==> src/uefr_pkg.sv <==
// Constants and types shared by the extended feature register block.
//------------------------------------------------------------------------
// Overview of operation
// RULE1: Second stop character RW only under key value.
// RULE2: Revision readable when divisor low byte zero.
// RULE3: Identification readable when both divisor bytes zero.
// RULE4: Trigger write bit 7 picks receive or transmit.
// RULE5: Trigger register write-only, levels 0 to 64.
// RULE6: Level counter read gives count and FIFO.
// RULE7: Level counter alternates FIFO after every read.
// RULE8: Feature control bits 5:4 choose trigger table.
// RULE9: Hysteresis code applies only with fourth table.
// RULE10: Codes 0 to 7 give 0..32 characters.
// RULE11: Codes 8 to 15 give 40..52, 12..36.
// RULE12: Alternate function needs feature bit 4 clear.
// RULE13: Alternate bit 1 picks multi-function output source.
// RULE14: Advanced special needs feature bit 4 set.
// RULE15: Advanced bit 7 enables RS-485 register access.
// RULE16: Advanced bit 6 disables the transmitter.
// RULE17: Advanced bit 5 disables the receiver.
// RULE18: Advanced bit 4 picks infrared pulse mode.
// RULE19: Advanced bit 3 inverts infrared receive input.
// RULE20: Advanced bit 2 enables sample clock access.
// RULE21: Advanced bit 0 disables FIFO ready access.
// RULE22: Reserved bits read zero, ignore writes; advanced special bit 1 is stored and read back.
//------------------------------------------------------------------------
package uefr_pkg;

   localparam logic [7:0] LCR_ENH_KEY   = 8'h00BF;
   localparam int         LCR_DLAB_BIT  = 7;
   localparam logic [7:0] DIV_ZERO      = 8'h0000;

   // Offsets while the line control register holds the key value.
   localparam logic [2:0] OFS_TRG_FC    = 3'h0;
   localparam logic [2:0] OFS_FEATURE_CONTROL      = 3'h1;
   localparam logic [2:0] OFS_SECOND_STOP_CHARACTER     = 3'h7;
   // Offsets while the divisor latch bit is set and the key is absent.
   localparam logic [2:0] OFS_REV       = 3'h0;
   localparam logic [2:0] OFS_DEVID     = 3'h1;
   localparam logic [2:0] OFS_AFR       = 3'h2;
   localparam logic [2:0] OFS_ASR       = 3'h4;

   localparam int         TRG_SEL_BIT   = 7;
   localparam int         FC_SEL_BIT    = 7;
   localparam int         AFR_OP2_BIT   = 1;
   localparam logic [1:0] TABLE_D       = 2'h3;

   localparam logic [7:0] SECOND_STOP_CHARACTER_RESET   = 8'h0000;
   localparam logic [6:0] TRIG_RESET    = 7'h00;
   localparam logic [5:0] FEATURE_CONTROL_RESET    = 6'h00;
   localparam logic       AFR_RESET     = 1'b0;

   typedef logic [5:0] uefr_hyst_t;

   // Hysteresis in characters, indexed by the four-bit code.
   localparam uefr_hyst_t HYST_TABLE [16] = '{
      6'd0,  6'd4,  6'd6,  6'd8,  6'd8,  6'd16, 6'd24, 6'd32,
      6'd40, 6'd44, 6'd48, 6'd52, 6'd12, 6'd20, 6'd28, 6'd36};

   typedef struct packed {
      logic [2:0] addr;
      logic [7:0] wdata;
      logic       wr;
      logic       rd;
   } uefr_bus_t;

   typedef struct packed {
      logic rs485_acc;
      logic tx_dis;
      logic rx_dis;
      logic ir_fast;
      logic ir_inv;
      logic sclk_acc;
      logic spare;
      logic fready_dis;
   } uefr_asr_t;

   localparam uefr_asr_t ASR_RESET = 8'h0000;

endpackage : uefr_pkg

==> src/uefr_top.sv <==
// Extended feature, status and trigger registers of one UART channel.
//
// Local design decision: the strobed register port.
`timescale 1ns/1ns
`default_nettype none

module uefr_top
#(
   parameter logic [7:0] REVISION = 8'h0001,  // Arbitrary value.
   parameter logic [7:0] DEVICE_ID = 8'h005A  // Arbitrary value.
)
(
   input  wire  logic               mclk,
   input  wire  logic               rst,
   input  wire  uefr_pkg::uefr_bus_t bus,
   output var   logic [7:0]         rdata,
   input  wire  logic [7:0]         line_control_reg,
   input  wire  logic [7:0]         divisor_low_byte,
   input  wire  logic [7:0]         divisor_high_byte,
   input  wire  logic               enhanced_feature_bit4,
   input  wire  logic               modem_control_bit3,
   input  wire  logic               baud_clock_output,
   input  wire  logic [6:0]         rx_fifo_count,
   input  wire  logic [6:0]         tx_fifo_count,
   output var   logic [7:0]         second_stop_character,
   output var   logic [6:0]         receive_trigger_level,
   output var   logic [6:0]         transmit_trigger_level,
   output var   logic [1:0]         trigger_table,
   output var   logic [5:0]         rts_hysteresis,
   output var   logic               multi_function_output,
   output var   logic               rs485_access_en,
   output var   logic               tx_disable,
   output var   logic               rx_disable,
   output var   logic               ir_fast_mode,
   output var   logic               ir_rx_invert,
   output var   logic               sample_clock_access_en,
   output var   logic               fifo_ready_access_dis
);
   import uefr_pkg::*;

   //---------------------------------------------------------------------
   // Address decode
   //---------------------------------------------------------------------
   logic [7:0] second_stop_character_reg;
   logic [6:0] rx_trig_reg;
   logic [6:0] tx_trig_reg;
   logic [5:0] feature_control_reg;
   logic       afr_reg;
   uefr_asr_t  asr_reg;
   logic       fc_sel_reg;
   logic [7:0] rdata_reg;
   logic [7:0] rdata_next;
   logic       mfo_reg;
   logic [5:0] hyst_reg;

   wire key_mode  = (line_control_reg == LCR_ENH_KEY);
   wire dlab_mode = line_control_reg[LCR_DLAB_BIT] && !key_mode;
   wire dll_zero  = (divisor_low_byte == DIV_ZERO);
   wire dlm_zero  = (divisor_high_byte == DIV_ZERO);

   wire sel_second_stop_character = key_mode && (bus.addr == OFS_SECOND_STOP_CHARACTER);       // [RULE1]
   wire sel_trgfc = key_mode && (bus.addr == OFS_TRG_FC);
   wire sel_feature_control  = key_mode && (bus.addr == OFS_FEATURE_CONTROL);
   wire sel_rev   = dlab_mode && dll_zero
                    && (bus.addr == OFS_REV);                   // [RULE2]
   wire sel_devid = dlab_mode && dll_zero && dlm_zero
                    && (bus.addr == OFS_DEVID);                 // [RULE3]
   wire sel_afr   = dlab_mode && !enhanced_feature_bit4
                    && (bus.addr == OFS_AFR);                   // [RULE12]
   wire sel_asr   = dlab_mode && enhanced_feature_bit4
                    && (bus.addr == OFS_ASR);                   // [RULE14]

   wire wr_second_stop_character  = bus.wr && sel_second_stop_character;
   wire wr_trg    = bus.wr && sel_trgfc;
   wire wr_feature_control   = bus.wr && sel_feature_control;
   wire wr_afr    = bus.wr && sel_afr;
   wire wr_asr    = bus.wr && sel_asr;
   // Offset zero under the key is the level counter for reads only; the
   // trigger register behind it never answers a read.
   wire rd_fc     = bus.rd && sel_trgfc;                        // [RULE5]

   wire trg_to_tx = bus.wdata[TRG_SEL_BIT];                     // [RULE4]
   wire [6:0] fc_count = fc_sel_reg ? tx_fifo_count : rx_fifo_count;

   // Reserved feature control and alternate function bits are not stored, so they read as zero.
   wire [7:0] feature_control_view = {2'b00, feature_control_reg};                   // [RULE22]
   wire [7:0] afr_view  = {6'b00_0000, afr_reg, 1'b0};         // [RULE22]

   always_comb
   begin
      rdata_next = 8'h0000;
      if (bus.rd)
      begin
         if (sel_second_stop_character)
            rdata_next = second_stop_character_reg;
         else if (sel_trgfc)
            rdata_next = {fc_sel_reg, fc_count};                // [RULE6]
         else if (sel_feature_control)
            rdata_next = feature_control_view;
         else if (sel_rev)
            rdata_next = REVISION;
         else if (sel_devid)
            rdata_next = DEVICE_ID;
         else if (sel_afr)
            rdata_next = afr_view;
         else if (sel_asr)
            rdata_next = asr_reg;
         else
            rdata_next = 8'h0000;
      end
   end

   //---------------------------------------------------------------------
   // Storage
   //---------------------------------------------------------------------
   always_ff @(posedge mclk)
   begin
      if (rst)
      begin
         second_stop_character_reg <= SECOND_STOP_CHARACTER_RESET;
         feature_control_reg  <= FEATURE_CONTROL_RESET;
         afr_reg   <= AFR_RESET;
         asr_reg   <= ASR_RESET;
      end
      else
      begin
         if (wr_second_stop_character)
            second_stop_character_reg <= bus.wdata;                             // [RULE1]
         if (wr_feature_control)
            feature_control_reg <= bus.wdata[5:0];                         // [RULE8]
         if (wr_afr)
            afr_reg <= bus.wdata[AFR_OP2_BIT];
         if (wr_asr)
            asr_reg <= bus.wdata;                               // [RULE14]
      end
   end

   always_ff @(posedge mclk)
   begin
      if (rst)
      begin
         rx_trig_reg <= TRIG_RESET;
         tx_trig_reg <= TRIG_RESET;
      end
      else if (wr_trg && trg_to_tx)
         tx_trig_reg <= bus.wdata[6:0];                         // [RULE4]
      else if (wr_trg)
         rx_trig_reg <= bus.wdata[6:0];                         // [RULE4]
   end

   always_ff @(posedge mclk)
   begin
      if (rst)
         fc_sel_reg <= 1'b0;
      else if (rd_fc)
         fc_sel_reg <= !fc_sel_reg;                             // [RULE7]
   end

   always_ff @(posedge mclk)
   begin
      if (rst)
         rdata_reg <= 8'h0000;
      else
         rdata_reg <= rdata_next;
   end

   //---------------------------------------------------------------------
   // Derived outputs
   //---------------------------------------------------------------------
   // Hysteresis is forced to zero unless the fourth table is chosen.
   // It is taken from the value being stored, so that the hysteresis
   // and the table selection change on the same edge.
   wire [5:0] feature_control_next = wr_feature_control ? bus.wdata[5:0] : feature_control_reg;
   wire rx_table_d = (feature_control_next[5:4] == TABLE_D);               // [RULE9]
   wire [5:0] hyst_next = rx_table_d ?
                          HYST_TABLE[feature_control_next[3:0]] : 6'd0;    // [RULE10]
   // The source is chosen before the flop, so the pin lags by one cycle.
   wire mfo_next = afr_reg ? baud_clock_output
                           : !modem_control_bit3;               // [RULE13]

   always_ff @(posedge mclk)
   begin
      if (rst)
      begin
         hyst_reg <= 6'd0;
         mfo_reg  <= 1'b1;
      end
      else
      begin
         hyst_reg <= hyst_next;                                 // [RULE11]
         mfo_reg  <= mfo_next;
      end
   end

   assign rdata                  = rdata_reg;
   assign second_stop_character  = second_stop_character_reg;
   assign receive_trigger_level  = rx_trig_reg;
   assign transmit_trigger_level = tx_trig_reg;
   assign trigger_table          = feature_control_reg[5:4];               // [RULE8]
   assign rts_hysteresis         = hyst_reg;
   assign multi_function_output  = mfo_reg;
   assign rs485_access_en        = asr_reg.rs485_acc;           // [RULE15]
   assign tx_disable             = asr_reg.tx_dis;              // [RULE16]
   assign rx_disable             = asr_reg.rx_dis;              // [RULE17]
   assign ir_fast_mode           = asr_reg.ir_fast;             // [RULE18]
   assign ir_rx_invert           = asr_reg.ir_inv;              // [RULE19]
   assign sample_clock_access_en = asr_reg.sclk_acc;            // [RULE20]
   assign fifo_ready_access_dis  = asr_reg.fready_dis;          // [RULE21]
endmodule : uefr_top

`default_nettype wire

==> config.mk <==
export PLATFORM = sky130hd
export DESIGN_NAME = uefr_top
export DESIGN_NICKNAME = d
export VERILOG_FILES = /design/src/uefr_pkg.sv /design/src/uefr_top.sv
export SDC_FILE = /design/constraint.sdc
export NUM_CORES = 1
export LEC_CHECK = 0
export ABC_AREA = 1
export BUFFER_PORTS_ARGS = -buffer_cell sky130_fd_sc_hd__buf_2
export CAP_MARGIN = 15
export CORE_MARGIN = 2
export CORE_UTILIZATION = 51
export DETAILED_ROUTE_END_ITERATION = 6
export PLACE_DENSITY_LB_ADDON = 0.15
export SETUP_SLACK_MARGIN = 0.5
export SYNTH_ARGS = -nofsm -noshare
export SYNTH_HDL_FRONTEND = slang
export SYNTH_SLANG_ARGS = --single-unit
export TNS_END_PERCENT = 20
==> constraint.sdc <==
create_clock -name mclk -period 4.08 [get_ports mclk]
set_input_delay 0.408 -clock mclk [delete_from_list [all_inputs] [get_ports mclk]]
set_output_delay 0.408 -clock mclk [all_outputs]
set_load 0.01 [all_outputs]
==> impl_metrics.ini, run 1 <==
[status]
outcome = finished clean

[worst_setup_path]
critPathLaunchType = input port
crit_fanout = 13
worst_setup_path_end_kind = register
rrSetupSlack_ps = 2610
cp_data_required_time_ps = 4330
timing.rr.start = feature_control_reg[1]
rr_endpoint = rts_hysteresis[4]
reg2reg_depth = 8
worstSetupPathType = input port to register
cp.arrival_ps = 2210
critical_path.top_delay_family = compound AO/OA/AOI/OAI gates
slowest_delay_ps = 670
path_cells = buf_2 -> nand2_1 -> nor2_2 -> a21oi_1 -> nand2_2 -> nor2_2 -> o21ai_0 -> a21oi_1
slowest_stage = a21oi_1
worst-path-buf-inv = 1

[route]
antenna_left = 0
vias = 2494
dr.pass1.iters = 4
wirelength_um = 6470
viasPerCell = 5.03
wl_per_cell_um = 13.0
drtIter0Drc = 113
drc = 0

[synthesis]
yosysUniqueCellTypes = 28
synthFlopType = dfxtp_1
postSynthAreaPerCell_um2 = 7.05
synthArstFlopShare = 0
synth_area_leaders = dfxtp_1, nand2_1, nor2_1, a21oi_1, inv_1
synth_top_cell_by_area = dfxtp_1
ys_ff_latch = 52
synth_cells = 348
synth_top_area_share = 0.424
synth_edf_count = 0
syn-cell-area_um2 = 2450
synth_nets = 405
ys_warn_count = 0
synth-seq-area-share = 0.424

[sta]
fin_skew_ps = 7.10
final_hold_viol_count = 0
hold_slack_ps = 264
fin_crit_sh = 0.479
min_period_ps = 1960
rsz0062_at_grt = no
tightest_slew_ps = 829
slew_viol_final = 0
setup_viol = 0
slew_headroom = 0.448
tns_ps = 0
timing.fmax_mhz = 511

[global_route]
grt_pass1_wl_um = 10100
grt_util_all_layers = 0.244
grt.busiest_layer = met2
grt_overflow = 0
use_met2 = 0.416
grt_max_degree = 29
antenna_found_initial = 0
grt_pass1_vias = 2267
gr-usage-met3 = 0.0576
gr-usage-met1 = 0.299

[clock_tree]
cts_tree = built
cts_root_buf = clkbuf_8
htreeDepth = 2
cts-buffers-inserted = 5
post_cts_buffers = 0
clkLatencyLatePin_ps = 310
clk_pin_slew_worst_paths_ps = 100
cts_num_sinks = 52
holdBufCountCts = 0
cts.repair.resized = 0
clk_path_buf_depth = 2

[pwr]
powerDensity_nw_per_um2 = 297
ir_drop_v = 0.000231
leakagePower_nw = 1.58

[worst_hold_path]
worstHoldPathType = input port to register
hold_end = multi_function_output
holdCritStartpoint = modem_control_bit3
min_path_cells = 2

[floorplan]
dieArea_um2 = 5380
rows = 25
fp.dieH_um = 73.4
num_io_pins = 102
start_util = 0.523
die_w_um = 73.4
core_area_um2 = 4690

[layout]
syn_to_final_growth_pct = 24.0
nets = 498
num-fill-cells = 450
drive_above_1_share = 0.294
fin_cells = 496
n_antenna_cell = 0

[place]
dp.cells = 488
hpwlAfterDp_um = 4930
gp_congestion = 0.883
port_buffers = 100

[flow_run]
cap_violations = 0
## worst max-delay path by stage
stage,start,end,cells past startpoint
floorplan,line_control_reg[1],rts_hysteresis[4],9
global placement,line_control_reg[1],ir_rx_invert,8
detailed placement,line_control_reg[3],ir_fast_mode,8
CTS,line_control_reg[3],ir_fast_mode,8
global route,line_control_reg[1],sample_clock_access_en,8
finish,line_control_reg[3],ir_fast_mode,8
## per-stage QoR
step | power (mW) | area (um^2) | util | setup slack [ps]
floorplan | 0.554 | 2450 | - | 2240
global placement | 0.592 | 2940 | 0.627 | 1880
detailed placement | 0.593 | 2940 | 0.627 | 1820
CTS | 0.912 | 3040 | 0.649 | 2130
global route | 0.934 | 3040 | 0.649 | 1850
finish | 0.904 | 3040 | 0.649 | 2120
## synth_stat cells (2+ instances only)
cell / number
nor2_1: 45
inv_1: 41
nand2_1: 67
buf_2: 3
nand3_1: 25
clkbuf_1: 5
nor3_1: 5
o21ai_1: 3
nor3_4: 2
nand4_1: 4
nor2_2: 4
nor2_4: 3
a21oi_1: 32
inv_2: 5
o21ai_0: 30
o2111ai_1: 4
nand2_2: 3
buf_4: 6
dfxtp_1: 52
## logic make-up (layout without fill, tap and decap cells)
family / after synthesis / in the layout / synth area share
other cells: 1 / 1 / 0.00153
compound gates: 71 / 71 / 0.153
mux: 1 / 1 / 0.00408
simple gates: 162 / 162 / 0.309
fa+ha+maj: 1 / 1 / 0.00510
buf+inv: 60 / 154 / 0.102
flops: 52 / 52 / 0.424
## cell type report
type	instances	area [um^2]	area share
Multi-Input combinational cell	236	1160	0.382
Tap cell	54	67.6	0.0222
Timing Repair Buffer	100	500	0.164
Sequential cell	52	1040	0.342
Clock inverter	2	17.5	0.00576
Inverter	46	173	0.0567
Clock buffer	6	82.6	0.0271
## per-layer routing
| metal | part of all wire | wire length (um) |
|---|---|---|
| met3 | 0.081 | 527 |
| met1 | 0.45 | 2890 |
| met5 | 0 | 0 |
| met2 | 0.46 | 2960 |
| met4 | 0.014 | 92 |
## worst reg2reg max path: stages (launching register included)
cell     delay, ps
dfxtp_1        350
inv_1           60
nand2_1         60
o21ai_1        170
inv_1          120
ha_1           290
inv_1           80
nor2_1          50
o21a_1         170
## power by group
group	total [mW]	internal (mW)	switching, mW
clock network	0.322	0.142	0.180
logic	0.0716	0.0280	0.0436
registers	0.510	0.509	0.00125
total	0.904	0.679	0.225
## cell usage in the layout, fill, tap and decap left out
cell type / n
a21oi_1: 32
conb_1: 1
nor2_4: 3
nand4_4: 1
nand2_4: 1
inv_1: 41
o21ai_1: 3
nor3_4: 2
o2111ai_1: 4
nand3_1: 25
inv_6: 2
o21a_1: 1
nand2_2: 3
nand3_2: 1
buf_2: 100
nor3_1: 5
dfxtp_1: 52
ha_1: 1
mux2i_1: 1
nor3_2: 1
inv_2: 5
clkbuf_8: 6
nor2_2: 4
nand4_1: 4
nand2_1: 67
o21ai_0: 30
nor2_1: 45
o21ai_2: 1
No activity file was read; power rests on OpenSTA's default activity.
==> run 2, diff against run 1 <==
CORE_UTILIZATION = 48   (was 51)
clock period = 2 ns   (was 4.08 ns; I/O delays follow)
==> run 2 against run 1 <==
Compared with the run above: die area grew 5.9%; sequential power grew 100%; global-route usage fell by 0.28 points; combinational power is 110% higher; first-iteration DRC count increased by 46%.
==> impl_metrics.ini, run 2 (same netlist as run 1, synthesis figures left out) <==
[status]
outcome = finished clean

[worst_hold_path]
holdCritStartpoint = modem_control_bit3
worstHoldPathType = input port to register
hold_end = multi_function_output
min_path_cells = 2

[worst_setup_path]
crit_fanout = 5
critPathLaunchType = input port
rr_endpoint = rts_hysteresis[4]
reg2reg_depth = 8
cp.arrival_ps = 1650
worstSetupPathType = input port to register
worst_setup_path_end_kind = register
timing.rr.start = feature_control_reg[1]
rrSetupSlack_ps = 680
cp_data_required_time_ps = 2200

[pwr]
ir_drop_v = 0.000376
powerDensity_nw_per_um2 = 609
leakagePower_nw = 1.62

[sta]
finalWorstSetupSlack_ps = 547
rsz0062_at_grt = yes
fin_skew_ps = 8.60
timing.fmax_mhz = 688
slew_viol_final = 0
final_hold_viol_count = 0
setup_viol = 0
hold_slack_ps = 70.0
min_period_ps = 1450
fin_crit_sh = 0.726
tns_ps = 0

[clock_tree]
cts_num_sinks = 52
clkLatencyLatePin_ps = 310
cts-buffers-inserted = 5
clk_path_buf_depth = 2
htreeDepth = 2
holdBufCountCts = 0
clk_pin_slew_worst_paths_ps = 100
cts_root_buf = clkbuf_8
cts_tree = built

[route]
dr.pass1.iters = 4
wl_per_cell_um = 13.0
vias = 2551
drtIter0Drc = 165
viasPerCell = 4.92
antenna_left = 0
wirelength_um = 6730
drc = 0

[global_route]
antenna_found_initial = 0
gr-usage-met1 = 0.306
use_met2 = 0.406
grt_util_all_layers = 0.241
grt_max_degree = 21
grt_pass1_vias = 2283
grt.busiest_layer = met2
grt_overflow = 0
grt_pass1_wl_um = 10300
gr-usage-met3 = 0.0516

[floorplan]
start_util = 0.490
core_area_um2 = 5010
dieArea_um2 = 5700
rows = 26
num_io_pins = 102
die_w_um = 75.5
fp.dieH_um = 75.5

[layout]
drive_above_1_share = 0.306
final_util = 0.627
nets = 504
n_antenna_cell = 0
final_area_um2 = 3140
final_cell_mix = buf_2, nand2_1, dfxtp_1, nor2_1, inv_1
syn_to_final_growth_pct = 28.0
final_common_cell = buf_2

[place]
hpwlAfterDp_um = 5050
port_buffers = 100
place_area_um2 = 3010
gp_congestion = 0.894
pre_cts_ws_ps = 171

[flow_run]
cap_violations = 0
-- run 2: power by group --
part           internal, mW  switching (mW)
registers              1.04         0.00250
clock network         0.372           0.347
logic                0.0609          0.0916
total                  1.47           0.441
-- run 2: repair_timing --
action / in CTS / in global routing
setup endpoints to repair: 1 / 5
buffers inserted: 1 / 0
gates resized for setup: 1 / 1
gates cloned: 0 / 0
pin swaps: 1 / 0
-- run 2: worst max path at each step --
stage	to	from	cells after the start
CTS	rts_hysteresis[4]	line_control_reg[6]	11
global placement	rts_hysteresis[4]	line_control_reg[6]	11
global route	rts_hysteresis[4]	line_control_reg[6]	11
detailed placement	rts_hysteresis[4]	line_control_reg[6]	11
floorplan	rts_hysteresis[4]	bus[11]	8
finish	rts_hysteresis[4]	line_control_reg[6]	11
-- run 2: final cells by class --
cell class	count	area, um^2
clock buffers	6	72.6
clock inverters	2	35.0
fillers	499	1870
inverters	46	173
multi-input cells	236	1190
flip-flops and latches	52	1040
well taps	70	87.6
repair buffers	106	546
-- run 2: worst max-delay path, stage by stage --
cell,delay (ps)
buf_2,100
inv_1,40
nand2_1,50
nor2_2,190
nand4_4,190
o21ai_4,200
inv_1,80
ha_1,290
inv_1,80
nor2_1,50
o21a_1,170
-- run 2: stage by stage --
stage | instances | total power [mW]
4_1_cts | 518 | 1.92
2_1_floorplan | 348 | 1.13
5_1_grt | 518 | 1.98
3_5_place_dp | 509 | 1.21
3_3_place_gp | 509 | 1.21
6_report | 518 | 1.91
-- run 2: routing by layer --
layer | vias up | share of wire
met5 | - | 0
li1 | 1312 | -
met2 | 123 | 0.45
met1 | 1105 | 0.44
met3 | 11 | 0.10
met4 | 0 | 0.017
